[src/rtl/twu_regs.vh]
// register indices, field positions, reset values and timing of the two-wire unit
`ifndef TWU_REGS_VH
`define TWU_REGS_VH
// register indices; byte address is four times the index
`define TWU_IDX_COMMON_CTRL_REG    6'h00
`define TWU_IDX_DUAL_MODE_CTRL_REG 6'h01
`define TWU_IDX_DBGCTRL  6'h02
`define TWU_IDX_HOST_CTRL_A_REG   6'h03
`define TWU_IDX_HOST_CTRL_B_REG   6'h04
`define TWU_IDX_HOST_STATUS_REG  6'h05
`define TWU_IDX_HOST_BAUD_REG    6'h06
`define TWU_IDX_MADDR    6'h07
`define TWU_IDX_HOST_DATA_REG    6'h08
`define TWU_IDX_CLIENT_CTRL_A_REG   6'h09
`define TWU_IDX_SCTRLB   6'h0A
`define TWU_IDX_CLIENT_STATUS_REG  6'h0B
`define TWU_IDX_CLIENT_ADDR_REG    6'h0C
`define TWU_IDX_CLIENT_DATA_REG    6'h0D
`define TWU_IDX_LAST     6'h0E
// field positions
`define TWU_EN_BIT       0
`define TWU_SMART_MODE_EN_BIT     1
`define TWU_TOUT_LSB     2
`define TWU_QUICK_CMD_EN_BIT     4
`define TWU_ACK_ACTION_SEL_BIT   2
`define TWU_FLAG_HI_BIT  7
`define TWU_FLAG_LO_BIT  6
`define TWU_ARBLOST_BIT  3
// writable bits and reset value
`define TWU_COMMON_CTRL_REG_MASK   8'h1E
`define TWU_DUAL_MASK    8'h0F
`define TWU_HOST_CTRL_A_REG_MASK  8'hDF
`define TWU_RST8         8'h00
// bus state codes
`define TWU_BS_UNKNOWN   2'h0
`define TWU_BS_IDLE      2'h1
`define TWU_BS_OWNER     2'h2
`define TWU_BS_BUSY      2'h3
// commands
`define TWU_CMD_REPSTART 2'h1
`define TWU_CMD_RECV     2'h2
`define TWU_CMD_STOP     2'h3
// inactivity timeout for code 1
`define TWU_TOUT_US      50
`define TWU_CLK_MHZ      100
`define TWU_TOUT_CYC     16'h1388
`endif

[src/rtl/twu_ext.v]
// two-wire unit: apb registers, host and client engines with extended features
`timescale 1ns/1ns
`include "twu_regs.vh"
// Overview of operation
// - host starts a transaction only once the bus state is idle
// - host seeing sda low while sending high gives up, bus goes busy
// - a host that lost arbitration goes idle and retries only after a new address write
// - host smart mode with ack selected: data read sends the ack
// - host smart mode with nack selected: data read sends nothing
// - client smart mode: data read sends the selected ack action
// - client smart mode: data read or write clears the data flag
// - dual mode runs host and client independently, each own config
// - quick command: direction bit is the command, no data bytes
// - quick command: after address ack, set read or write flag
// - after quick command flag, host accepts a stop command
// - client matches seven-bit and general call addresses
// - client matches ten-bit first byte; low byte comes as data
// - client irq is data or address flag; host irq read or write
// - bus state and address match run asleep; hold scl until clock
// - host engine stops in every sleep mode
// - in dual mode only a start on the client bus wakes
// - debug halt stops the unit unless run-in-debug is set
// - halted with run-in-debug: data accesses have no side effect
// - nonzero timeout returns bus state to idle after inactivity
// - host read and write flags are never set together
module twu_ext #(
  parameter [15:0] TOUT_CYC = `TWU_TOUT_CYC
) (
  input  wire        clock,
  input  wire        rst,
  input  wire        psel,
  input  wire        penable,
  input  wire        pwrite,
  input  wire [7:0]  paddr,
  input  wire [31:0] pwdata,
  output reg  [31:0] prdata,
  output wire        pready,
  output wire        pslverr,
  input  wire        scl_in,
  input  wire        sda_in,
  output wire        scl_out,
  output wire        scl_oe,
  output wire        sda_out,
  output wire        sda_oe,
  input  wire        cl_scl_in,
  input  wire        cl_sda_in,
  output wire        cl_scl_out,
  output wire        cl_scl_oe,
  output wire        cl_sda_out,
  output wire        cl_sda_oe,
  input  wire        sleep_req,
  input  wire        main_clk_ok,
  input  wire        dbg_halt,
  output wire        host_irq,
  output wire        client_irq,
  output reg         wake
);
  localparam [4:0] H_IDLE  = 5'h01;
  localparam [4:0] H_START = 5'h02;
  localparam [4:0] H_BIT   = 5'h04;
  localparam [4:0] H_WAIT  = 5'h08;
  localparam [4:0] H_STOP  = 5'h10;
  localparam [15:0] TOUT_LIM = TOUT_CYC;

  reg  [7:0]  common_ctrl_reg;
  reg  [7:0]  dual_mode_ctrl_reg;
  reg         run_in_debug;
  reg  [7:0]  host_ctrl_a_reg;
  reg         host_ack_action_sel;
  reg  [7:0]  host_baud_reg;
  reg  [7:0]  host_addr_reg;
  reg  [7:0]  client_ctrl_a_reg;
  reg         client_ack_action_sel;
  reg  [7:0]  client_addr_reg;
  reg  [7:0]  client_data_reg;
  reg  [3:0]  sync1;
  reg  [3:0]  sync2;
  reg  [1:0]  hprev;
  reg  [1:0]  cprev;
  reg  [1:0]  bus_state_field;
  reg  [15:0] tout_cnt;
  reg  [7:0]  hdiv;
  reg  [4:0]  hst;
  reg  [1:0]  hq;
  reg  [8:0]  hsh;
  reg  [8:0]  hmask;
  reg  [3:0]  hn;
  reg  [7:0]  host_data_reg;
  reg         haph;
  reg         hread;
  reg         hstop_after;
  reg         pend_go;
  reg         h_scl_low;
  reg         h_sda_low;
  reg         host_read_flag;
  reg         host_write_flag;
  reg         received_ack_flag;
  reg         arb_lost;
  reg  [3:0]  cn;
  reg  [7:0]  crx;
  reg  [7:0]  ctx;
  reg         cadd;
  reg         cact;
  reg         cdir;
  reg         c_sda_low;
  reg         chold;
  reg         cslp;
  reg         client_data_flag;
  reg         addr_stop_flag;
  reg         ap;
  reg         c_received_ack_flag;
  reg  [7:0]  rd8;

  wire [5:0] idx = paddr[7:2];
  wire valid = (paddr[1:0] == 2'h0) && (idx <= `TWU_IDX_LAST);
  wire acc = psel & penable;
  wire wr = acc & pwrite & valid;
  wire rd = acc & ~pwrite & valid;
  wire halt = dbg_halt & ~run_in_debug;
  wire quiet = dbg_halt & run_in_debug;
  wire dual = dual_mode_ctrl_reg[`TWU_EN_BIT];
  wire h_run = host_ctrl_a_reg[`TWU_EN_BIT] & ~sleep_req & ~halt;
  wire c_run = client_ctrl_a_reg[`TWU_EN_BIT] & ~halt;
  wire htick = h_run && (hdiv == host_baud_reg);
  wire hscl = sync2[0];
  wire hsda = sync2[1];
  // client listens on its own pins only in dual mode
  wire cscl = dual ? sync2[2] : sync2[0];
  wire csda = dual ? sync2[3] : sync2[1];
  wire h_start = hscl & hprev[0] & hprev[1] & ~hsda;
  wire h_stop = hscl & hprev[0] & ~hprev[1] & hsda;
  wire c_start = cscl & cprev[0] & cprev[1] & ~csda;
  wire c_stop = cscl & cprev[0] & ~cprev[1] & csda;
  wire c_rise = cscl & ~cprev[0];
  wire c_fall = ~cscl & cprev[0];
  wire [1:0] tout_sel = host_ctrl_a_reg[`TWU_TOUT_LSB+1:`TWU_TOUT_LSB];
  wire [15:0] tout_lim = TOUT_LIM << (tout_sel - 2'h1);
  wire h_smart_mode_en = host_ctrl_a_reg[`TWU_SMART_MODE_EN_BIT];
  wire c_smart_mode_en = client_ctrl_a_reg[`TWU_SMART_MODE_EN_BIT];
  wire md_rd = rd & (idx == `TWU_IDX_HOST_DATA_REG) & ~quiet;
  wire md_wr = wr & (idx == `TWU_IDX_HOST_DATA_REG) & ~quiet;
  wire sd_rd = rd & (idx == `TWU_IDX_CLIENT_DATA_REG) & ~quiet;
  wire sd_wr = wr & (idx == `TWU_IDX_CLIENT_DATA_REG) & ~quiet;
  wire host_command_field_wr = wr & (idx == `TWU_IDX_HOST_CTRL_B_REG);
  wire [1:0] host_command_field = host_command_field_wr ? pwdata[1:0] : 2'h0;
  wire scmd_wr = wr & (idx == `TWU_IDX_SCTRLB) & (pwdata[1:0] != 2'h0);
  wire c_ackv = scmd_wr ? pwdata[`TWU_ACK_ACTION_SEL_BIT] : client_ack_action_sel;
  // auto ack only when ack is the selected action
  wire h_go = (host_command_field == `TWU_CMD_RECV) | (md_rd & h_smart_mode_en & ~host_ack_action_sel);
  wire h_ackv = host_command_field_wr ? pwdata[`TWU_ACK_ACTION_SEL_BIT] : host_ack_action_sel;
  wire c_rel = chold & (scmd_wr | (c_smart_mode_en & sd_rd) | sd_wr);
  // ten-bit first byte is caught here too, since its upper bits are stored
  wire c_match = (crx[7:1] == client_addr_reg[7:1]) |
                 ((crx[7:1] == 7'h00) & client_addr_reg[0]);

  assign pready = 1'b1;
  assign pslverr = acc & ~valid;
  assign scl_out = 1'b0;
  assign sda_out = 1'b0;
  assign cl_scl_out = 1'b0;
  assign cl_sda_out = 1'b0;
  assign scl_oe = h_scl_low | (~dual & (chold | cslp));
  assign sda_oe = h_sda_low | (~dual & c_sda_low);
  assign cl_scl_oe = dual & (chold | cslp);
  assign cl_sda_oe = dual & c_sda_low;
  assign host_irq = host_read_flag | host_write_flag;
  assign client_irq = client_data_flag | addr_stop_flag;

  always @* begin
    rd8 = `TWU_RST8;
    if (idx == `TWU_IDX_COMMON_CTRL_REG) begin
      rd8 = common_ctrl_reg;
    end else if (idx == `TWU_IDX_DUAL_MODE_CTRL_REG) begin
      rd8 = dual_mode_ctrl_reg;
    end else if (idx == `TWU_IDX_DBGCTRL) begin
      rd8 = {7'h00, run_in_debug};
    end else if (idx == `TWU_IDX_HOST_CTRL_A_REG) begin
      rd8 = host_ctrl_a_reg;
    end else if (idx == `TWU_IDX_HOST_CTRL_B_REG) begin
      rd8 = {5'h00, host_ack_action_sel, 2'h0};
    end else if (idx == `TWU_IDX_HOST_STATUS_REG) begin
      rd8 = {host_read_flag, host_write_flag, hst == H_WAIT, received_ack_flag,
             arb_lost, 1'b0, bus_state_field};
    end else if (idx == `TWU_IDX_HOST_BAUD_REG) begin
      rd8 = host_baud_reg;
    end else if (idx == `TWU_IDX_MADDR) begin
      rd8 = host_addr_reg;
    end else if (idx == `TWU_IDX_HOST_DATA_REG) begin
      rd8 = host_data_reg;
    end else if (idx == `TWU_IDX_CLIENT_CTRL_A_REG) begin
      rd8 = client_ctrl_a_reg;
    end else if (idx == `TWU_IDX_SCTRLB) begin
      rd8 = {5'h00, client_ack_action_sel, 2'h0};
    end else if (idx == `TWU_IDX_CLIENT_STATUS_REG) begin
      rd8 = {client_data_flag, addr_stop_flag, chold, c_received_ack_flag, 2'h0, cdir, ap};
    end else if (idx == `TWU_IDX_CLIENT_ADDR_REG) begin
      rd8 = client_addr_reg;
    end else if (idx == `TWU_IDX_CLIENT_DATA_REG) begin
      rd8 = client_data_reg;
    end
  end

  // read data captured in the setup cycle so the access cycle answers at once
  always @(posedge clock or posedge rst) begin
    if (rst) begin
      prdata <= 32'h0000_0000;
    end else if (psel & ~penable) begin
      prdata <= valid ? {24'h00_0000, rd8} : 32'h0000_0000;
    end
  end

  always @(posedge clock or posedge rst) begin
    if (rst) begin
      common_ctrl_reg <= `TWU_RST8;
      dual_mode_ctrl_reg <= `TWU_RST8;
      run_in_debug <= 1'b0;
      host_ctrl_a_reg <= `TWU_RST8;
      host_ack_action_sel <= 1'b0;
      host_baud_reg <= `TWU_RST8;
      host_addr_reg <= `TWU_RST8;
      client_ctrl_a_reg <= `TWU_RST8;
      client_ack_action_sel <= 1'b0;
      client_addr_reg <= `TWU_RST8;
    end else if (wr) begin
      if (idx == `TWU_IDX_COMMON_CTRL_REG) begin
        common_ctrl_reg <= pwdata[7:0] & `TWU_COMMON_CTRL_REG_MASK;
      end else if (idx == `TWU_IDX_DUAL_MODE_CTRL_REG) begin
        dual_mode_ctrl_reg <= pwdata[7:0] & `TWU_DUAL_MASK;
      end else if (idx == `TWU_IDX_DBGCTRL) begin
        run_in_debug <= pwdata[0];
      end else if (idx == `TWU_IDX_HOST_CTRL_A_REG) begin
        host_ctrl_a_reg <= pwdata[7:0] & `TWU_HOST_CTRL_A_REG_MASK;
      end else if (idx == `TWU_IDX_HOST_CTRL_B_REG) begin
        host_ack_action_sel <= pwdata[`TWU_ACK_ACTION_SEL_BIT];
      end else if (idx == `TWU_IDX_HOST_BAUD_REG) begin
        host_baud_reg <= pwdata[7:0];
      end else if (idx == `TWU_IDX_MADDR) begin
        host_addr_reg <= pwdata[7:0];
      end else if (idx == `TWU_IDX_CLIENT_CTRL_A_REG) begin
        client_ctrl_a_reg <= pwdata[7:0];
      end else if (idx == `TWU_IDX_SCTRLB) begin
        client_ack_action_sel <= pwdata[`TWU_ACK_ACTION_SEL_BIT];
      end else if (idx == `TWU_IDX_CLIENT_ADDR_REG) begin
        client_addr_reg <= pwdata[7:0];
      end
    end
  end

  // pins are asynchronous; only the second stage is looked at
  always @(posedge clock or posedge rst) begin
    if (rst) begin
      sync1 <= 4'hF;
      sync2 <= 4'hF;
      hprev <= 2'h3;
      cprev <= 2'h3;
      wake <= 1'b0;
      hdiv <= 8'h00;
    end else begin
      sync1 <= {cl_sda_in, cl_scl_in, sda_in, scl_in};
      sync2 <= sync1;
      hprev <= {hsda, hscl};
      cprev <= {csda, cscl};
      wake <= sleep_req & c_start;
      hdiv <= (~h_run | htick) ? 8'h00 : hdiv + 8'h01;
    end
  end

  // bus state tracking and inactivity supervisor keep running in sleep
  always @(posedge clock or posedge rst) begin
    if (rst) begin
      bus_state_field <= `TWU_BS_UNKNOWN;
      tout_cnt <= 16'h0000;
    end else if (!halt) begin
      if ((sync2[1:0] != hprev) || (tout_sel == 2'h0) ||
          (bus_state_field == `TWU_BS_IDLE)) begin
        tout_cnt <= 16'h0000;
      end else begin
        tout_cnt <= tout_cnt + 16'h0001;
      end
      if (wr && (idx == `TWU_IDX_HOST_STATUS_REG) && (pwdata[1:0] == `TWU_BS_IDLE)) begin
        bus_state_field <= `TWU_BS_IDLE;
      end
      if (h_stop || ((tout_sel != 2'h0) && (tout_cnt >= tout_lim))) begin
        bus_state_field <= `TWU_BS_IDLE;
      end else if (h_start) begin
        bus_state_field <= (hst != H_IDLE) ? `TWU_BS_OWNER : `TWU_BS_BUSY;
      end else if (h_run && (hst == H_BIT) && htick && (hq == 2'h2) && hscl &&
                   hmask[8] && hsh[8] && !hsda) begin
        bus_state_field <= `TWU_BS_BUSY;
      end
    end
  end

  // host engine: four quarter ticks per bit, msb first
  always @(posedge clock or posedge rst) begin
    if (rst) begin
      hst <= H_IDLE;
      hq <= 2'h0;
      hsh <= 9'h1FF;
      hmask <= 9'h000;
      hn <= 4'h0;
      host_data_reg <= `TWU_RST8;
      haph <= 1'b0;
      hread <= 1'b0;
      hstop_after <= 1'b0;
      pend_go <= 1'b0;
      h_scl_low <= 1'b0;
      h_sda_low <= 1'b0;
      host_read_flag <= 1'b0;
      host_write_flag <= 1'b0;
      received_ack_flag <= 1'b0;
      arb_lost <= 1'b0;
    end else begin
      if (wr && (idx == `TWU_IDX_HOST_STATUS_REG)) begin
        host_read_flag <= host_read_flag & ~pwdata[`TWU_FLAG_HI_BIT];
        host_write_flag <= host_write_flag & ~pwdata[`TWU_FLAG_LO_BIT];
        arb_lost <= arb_lost & ~pwdata[`TWU_ARBLOST_BIT];
      end
      if (wr && (idx == `TWU_IDX_MADDR)) begin
        pend_go <= 1'b1;
      end
      if (!h_run) begin
        hq <= hq;
      end else begin
        case (hst)
          H_IDLE: begin
            if (pend_go && (bus_state_field == `TWU_BS_IDLE)) begin
              pend_go <= 1'b0;
              hq <= 2'h0;
              hst <= H_START;
            end
          end
          H_START: begin
            if (htick) begin
              if (hq == 2'h0) begin
                h_sda_low <= 1'b0;
                hq <= 2'h1;
              end else if (hq == 2'h1) begin
                h_scl_low <= 1'b0;
                hq <= 2'h2;
              end else if (hq == 2'h2) begin
                h_sda_low <= hscl;
                hq <= hscl ? 2'h3 : 2'h2;
              end else begin
                h_scl_low <= 1'b1;
                hsh <= {host_addr_reg, 1'b1};
                hmask <= 9'h1FE;
                hn <= 4'h9;
                haph <= 1'b1;
                hread <= 1'b0;
                hq <= 2'h0;
                hst <= H_BIT;
              end
            end
          end
          H_BIT: begin
            if (htick) begin
              if (hq == 2'h0) begin
                h_sda_low <= ~hsh[8];
                hq <= 2'h1;
              end else if (hq == 2'h1) begin
                h_scl_low <= 1'b0;
                hq <= 2'h2;
              end else if (hq == 2'h2) begin
                if (hscl) begin
                  host_data_reg <= {host_data_reg[6:0], hsda};
                  hq <= 2'h3;
                  if (hmask[8] && hsh[8] && !hsda) begin
                    arb_lost <= 1'b1;
                    host_write_flag <= 1'b1;
                    host_read_flag <= 1'b0;
                    h_sda_low <= 1'b0;
                    hst <= H_IDLE;
                  end
                end
              end else begin
                h_scl_low <= 1'b1;
                hsh <= {hsh[7:0], 1'b1};
                hmask <= {hmask[7:0], 1'b0};
                hn <= hn - 4'h1;
                hq <= 2'h0;
                if (hn == 4'h1) begin
                  h_sda_low <= 1'b0;
                  haph <= 1'b0;
                  hst <= H_WAIT;
                  if (hstop_after) begin
                    hstop_after <= 1'b0;
                    hst <= H_STOP;
                  end else if (haph && !host_data_reg[0] &&
                               host_ctrl_a_reg[`TWU_QUICK_CMD_EN_BIT]) begin
                    received_ack_flag <= 1'b0;
                    host_read_flag <= host_addr_reg[0];
                    host_write_flag <= ~host_addr_reg[0];
                  end else if (haph && !host_data_reg[0] && host_addr_reg[0]) begin
                    received_ack_flag <= 1'b0;
                    hsh <= 9'h1FF;
                    hmask <= 9'h000;
                    hn <= 4'h8;
                    hread <= 1'b1;
                    hst <= H_BIT;
                  end else if (haph || !hread) begin
                    received_ack_flag <= host_data_reg[0];
                    host_write_flag <= 1'b1;
                    host_read_flag <= 1'b0;
                  end else begin
                    host_read_flag <= 1'b1;
                    host_write_flag <= 1'b0;
                  end
                end
              end
            end
          end
          H_WAIT: begin
            if (host_command_field == `TWU_CMD_STOP) begin
              host_read_flag <= 1'b0;
              host_write_flag <= 1'b0;
              hst <= H_STOP;
              if (hread) begin
                hsh <= {h_ackv, 8'hFF};
                hmask <= 9'h100;
                hn <= 4'h1;
                hstop_after <= 1'b1;
                hst <= H_BIT;
              end
            end else if (host_command_field == `TWU_CMD_REPSTART) begin
              host_read_flag <= 1'b0;
              host_write_flag <= 1'b0;
              hq <= 2'h0;
              hst <= H_START;
            end else if (h_go && hread) begin
              host_read_flag <= 1'b0;
              hsh <= {h_ackv, 8'hFF};
              hmask <= 9'h100;
              hn <= 4'h9;
              hst <= H_BIT;
            end else if (md_wr && !hread) begin
              host_write_flag <= 1'b0;
              hsh <= {pwdata[7:0], 1'b1};
              hmask <= 9'h1FE;
              hn <= 4'h9;
              hst <= H_BIT;
            end
          end
          H_STOP: begin
            if (htick) begin
              if (hq == 2'h0) begin
                h_sda_low <= 1'b1;
                hq <= 2'h1;
              end else if (hq == 2'h1) begin
                h_scl_low <= 1'b0;
                hq <= 2'h2;
              end else if (hq == 2'h2) begin
                h_sda_low <= ~hscl;
                hq <= hscl ? 2'h3 : 2'h2;
              end else begin
                hq <= 2'h0;
                hst <= H_IDLE;
              end
            end
          end
          default: hst <= H_IDLE;
        endcase
      end
    end
  end

  // client engine follows the host's scl edges; clears come first so sets win
  always @(posedge clock or posedge rst) begin
    if (rst) begin
      cn <= 4'h0;
      crx <= `TWU_RST8;
      ctx <= 8'hFF;
      cadd <= 1'b0;
      cact <= 1'b0;
      cdir <= 1'b0;
      c_sda_low <= 1'b0;
      chold <= 1'b0;
      cslp <= 1'b0;
      client_data_flag <= 1'b0;
      addr_stop_flag <= 1'b0;
      ap <= 1'b0;
      c_received_ack_flag <= 1'b0;
      client_data_reg <= `TWU_RST8;
    end else begin
      if (main_clk_ok) begin
        cslp <= 1'b0;
      end
      if (wr && (idx == `TWU_IDX_CLIENT_STATUS_REG)) begin
        client_data_flag <= client_data_flag & ~pwdata[`TWU_FLAG_HI_BIT];
        addr_stop_flag <= addr_stop_flag & ~pwdata[`TWU_FLAG_LO_BIT];
      end
      if (c_smart_mode_en && (sd_rd || sd_wr)) begin
        client_data_flag <= 1'b0;
      end
      if (c_rel) begin
        chold <= 1'b0;
        client_data_flag <= 1'b0;
        addr_stop_flag <= 1'b0;
        if (!cdir && (cn == 4'h8)) begin
          c_sda_low <= ~c_ackv;
        end else if (cdir && sd_wr) begin
          ctx <= pwdata[7:0];
          c_sda_low <= ~pwdata[7];
        end
      end
      if (!c_run) begin
        cadd <= 1'b0;
      end else if (c_start) begin
        cn <= 4'h0;
        cadd <= 1'b1;
        cact <= 1'b0;
        chold <= 1'b0;
        c_sda_low <= 1'b0;
      end else if (c_stop) begin
        if (cact) begin
          addr_stop_flag <= 1'b1;
          ap <= 1'b0;
        end
        cact <= 1'b0;
        cadd <= 1'b0;
        c_sda_low <= 1'b0;
      end else if (c_rise && (cadd || cact)) begin
        if (cn < 4'h8) begin
          crx <= {crx[6:0], csda};
        end else if (cact && cdir && !cadd) begin
          c_received_ack_flag <= csda;
        end
      end else if (c_fall && (cadd || cact)) begin
        if (cn == 4'h7) begin
          cn <= 4'h8;
          if (cadd && !cact) begin
            if (c_match) begin
              c_sda_low <= 1'b1;
              cact <= 1'b1;
              cdir <= crx[0];
              client_data_reg <= crx;
              addr_stop_flag <= 1'b1;
              ap <= 1'b1;
              cslp <= sleep_req & ~main_clk_ok;
            end else begin
              cadd <= 1'b0;
            end
          end else if (!cdir) begin
            client_data_reg <= crx;
            client_data_flag <= 1'b1;
            chold <= 1'b1;
          end else begin
            c_sda_low <= 1'b0;
          end
        end else if (cn == 4'h8) begin
          cn <= 4'h0;
          c_sda_low <= 1'b0;
          if (cadd) begin
            cadd <= 1'b0;
            chold <= 1'b1;
            client_data_flag <= cdir;
          end else if (cdir) begin
            client_data_flag <= 1'b1;
            chold <= 1'b1;
          end
        end else begin
          cn <= cn + 4'h1;
          if (cact && cdir && !cadd) begin
            ctx <= {ctx[6:0], 1'b1};
            c_sda_low <= ~ctx[6];
          end
        end
      end
    end
  end

endmodule

[config.mk]
export PLATFORM = sky130hd
export DESIGN_NAME = twu_ext
export DESIGN_NICKNAME = d
export VERILOG_FILES = /design/src/rtl/twu_ext.v
export VERILOG_INCLUDE_DIRS = /design/src /design/src/rtl
export SDC_FILE = /design/constraint.sdc
export NUM_CORES = 1
export LEC_CHECK = 0
export BUFFER_PORTS_ARGS = -buffer_cell sky130_fd_sc_hd__buf_2
export CORE_MARGIN = 3
export CORE_UTILIZATION = 45
export CTS_BUF_LIST = sky130_fd_sc_hd__clkbuf_8
export DETAILED_ROUTE_END_ITERATION = 8
export SKIP_CTS_REPAIR_TIMING = 1
export SYNTH_ARGS = -nofsm -noshare
export SYNTH_HDL_FRONTEND = slang
export SYNTH_SLANG_ARGS = --single-unit
[constraint.sdc]
create_clock -name clock -period 7.67 [get_ports clock]
set_input_delay 1.534 -clock clock [delete_from_list [all_inputs] [get_ports clock]]
set_output_delay 1.534 -clock clock [all_outputs]
set_load 0.005 [all_outputs]
==> metrics.yaml <==
die:
  placementRows: 54
  num_io_pins: 97
  start_util: 0.4675
  core_area_um2: 22230
  dieArea_um2: 24950
  die_h_um: 158.0
  die_w_um: 158.0
worst_setup_path:
  critPathMostFrequentCell: "buf_2"
  startpoint_type: "input port"
  arrival_ps: 2890
  cp-end-kind: "primary output"
  cpLargestDelayFamily: "buffers and inverters"
  cp_max_fo: 35
  required_ps: 6140
  cpMaxStageDelayCell: "buf_2"
  path_depth: 5
  r2r_cells: 6
  worst-path-buf-inv: 2
  max_stage_delay_ps: 520
  crit_chain: "buf_2 -> nand4_1 -> and2_1 -> nor2_1 -> buf_2"
  path_class: "input port to primary output"
detailed_routing:
  drt_wl_total_mm: 27.22
  vias_per_cell: 5.980
  dr.pass1.iters: 5
  vias: 8163
  routedWlPerCell_um: 19.94
  drc_errors: 0
  drtIter0Drc: 685
  drtAntennaViolNets: 0
synth:
  ys_top_cells_by_area: "dfrtp_1 (36%), mux2_2 (8.0%), dfstp_2 (7.1%)"
  ys_ff_latch: 179
  synth_edf_count: 0
  ys_async_sr_fraction: 1.000
  yosysTopAreaCell: "dfrtp_1"
  ys_types: 81
  syn_avg_cell_area_um2: 9.822
  ys.flop_type: "dfrtp_1"
  netlist_area_um2: 10390
  yosys_warnings: 0
  synthCells: 1058
  ys_seq_area_frac: 0.4344
  synth_top_cell_area_share: 0.3636
power_and_ir_drop:
  ir_drop_v: 0.00008489
  total_power_mw: 1.752
  leakage_nw: 4.993
  power_density_nw_per_um2: 157.8
outcome:
  outcome: "completed"
cells_and_area:
  layout.nets: 1154
  area_growth_pct: 6.827
  largest_register_ffs: 16
  drive_gt1_frac: 0.1991
  top_register: "tout_cnt"
  antenna_cells: 0
  num-fill-cells: 2082
worst_hold_path:
  min_path_cells: 0
  hold_class: "register to register"
clocking:
  insertion_delay_ps: 480
  cts-htree-levels: 4
  cts_sinks: 179
  cts_made_buffers: 17
  path_clk_slew_ps: 100
  root_buffer: "clkbuf_8"
  cts_tree: "built"
  cts_buffer_depth: 2
sta:
  rsz0062_at_grt: "no"
  slew_headroom: 0.2149
  setup_violations: 0
  max_freq_mhz: 226.2
  fin_crit_sh: 0.5764
  finalMaxSlewViolations: 0
  whs_ps: 360.6
  tns_ps: 0
  hold_violations: 0
  fin_crit_ps: 4421
  skew_ps: 21.51
  worstMarginPinSlew_ps: 1169
placement:
  numPortBuffers: 43
  dp_hpwl_mm: 19.58
  finalWeightedCongestion: 0.9291
job:
  max_cap_viol_count: 0
global_route:
  grt_max_degree: 109
  grt.overflow.total: 0
  antenna_found_initial: 0
  grt_pass1_wl_mm: 43.14
  grtUsageTotal: 0.2224
  grt_pass1_vias: 7666
==> area by class of cell <==
| class | instances | area (um^2) | area share |
|---|---|---|---|
| well taps | 280 | 350.3 | 0.03156 |
| inverters | 45 | 176.4 | 0.01589 |
| flip-flops and latches | 179 | 4514 | 0.4067 |
| clock inverters | 15 | 177.7 | 0.01601 |
| repair buffers | 48 | 252.7 | 0.02277 |
| clock buffers | 17 | 234.0 | 0.02108 |
| multi-input cells | 781 | 5395 | 0.4860 |
==> per-layer routing <==
metal	routed length, um	GRT usage	vias to the layer above	share of wire
met5	0	0	-	0
met4	499	0.06186	0	0.018
met3	1636	0.03472	34	0.060
met2	12100	0.3328	292	0.44
met1	12980	0.3360	4022	0.48
li1	-	-	3815	-
==> stage by stage <==
step                worst slack (ps)  utilization  instance area [um^2]  std cells
global placement                3161       0.4809                 10690       1333
CTS                             3256       0.4994                 11100       1365
floorplan                       1324            -                 10490       1085
global route                    3210       0.4994                 11100       1365
detailed placement              3114       0.4809                 10690       1333
finish                          3249       0.4994                 11100       1365
==> kinds of logic after synthesis <==
logic type,after synthesis,synth area share
adders and majority gates,30,0.03612
other,2,0.0007227
muxes,108,0.1182
and+or+nand+nor,344,0.1744
DFF,179,0.4344
xor gates and xnor gates,31,0.02613
buffers and inverters,125,0.05731
AOI/OAI and AO/OA,239,0.1527
==> cells in the final DEF (no fill, tap or decap), types with 9 or more instances in the layout <==
cell type    n
or3_1       12
nor3_1      19
dfstp_2     28
inv_1       44
buf_2       43
nor4_1      13
nor3b_1      9
ha_1        30
nor2_1      86
o21ai_0     68
nand3b_1    13
nor2b_1     11
nand2_1     86
mux2_2      74
o22ai_1     14
nand2b_1     9
nand3_1     22
a221oi_1    10
a211oi_1     9
a21oi_1     41
nand4_1     11
dfrtp_1    151
mux2i_1     14
conb_1      29
xnor2_1     18
clkbuf_8    17
xor2_1      13
a22oi_1     13
mux2_1      12
a31oi_1     12
==> path summary, 6_finish.rpt <==
check                                                       start                              to  slack (ps)
worst min register to register                 sync1[0]$_DFF_PP1_              sync2[0]$_DFF_PP1_         360
worst min-delay path                           sync1[0]$_DFF_PP1_              sync2[0]$_DFF_PP1_         360
max in group asynchronous                                     rst    host_data_reg[7]$_DFFE_PP0P_        5070
min in group asynchronous                                     rst         tout_cnt[8]$_DFFE_PP0N_        1160
worst max register to register  dual_mode_ctrl_reg[0]$_DFFE_PP0P_  client_data_reg[7]$_DFFE_PP0P_        4520
worst max-delay path                                     paddr[3]                         pslverr        3250
==> cells in the mapped netlist, drive strengths merged, types with 13 or more instances <==
cell,number
dfrtp,151
mux2,94
nand2,87
nor2,86
o21ai,68
inv,45
clkbuf,44
a21oi,41
buf,36
ha,30
dfstp,28
nand3,22
nor3,20
nor4,18
xnor2,18
mux2i,14
o22ai,14
a22oi,13
nand3b,13
xor2,13
==> power breakdown <==
| group | internal [mW] | switching (mW) | total (mW) | leakage, nW |
|---|---|---|---|---|
| sequential | 0.958 | 0.0134 | 0.971 | 2.33 |
| combinational | 0.0299 | 0.0818 | 0.112 | 2.45 |
| clock | 0.251 | 0.418 | 0.669 | 0.207 |
| total | 1.24 | 0.514 | 1.75 | 4.99 |
No activity file was read; power rests on OpenSTA's default activity.
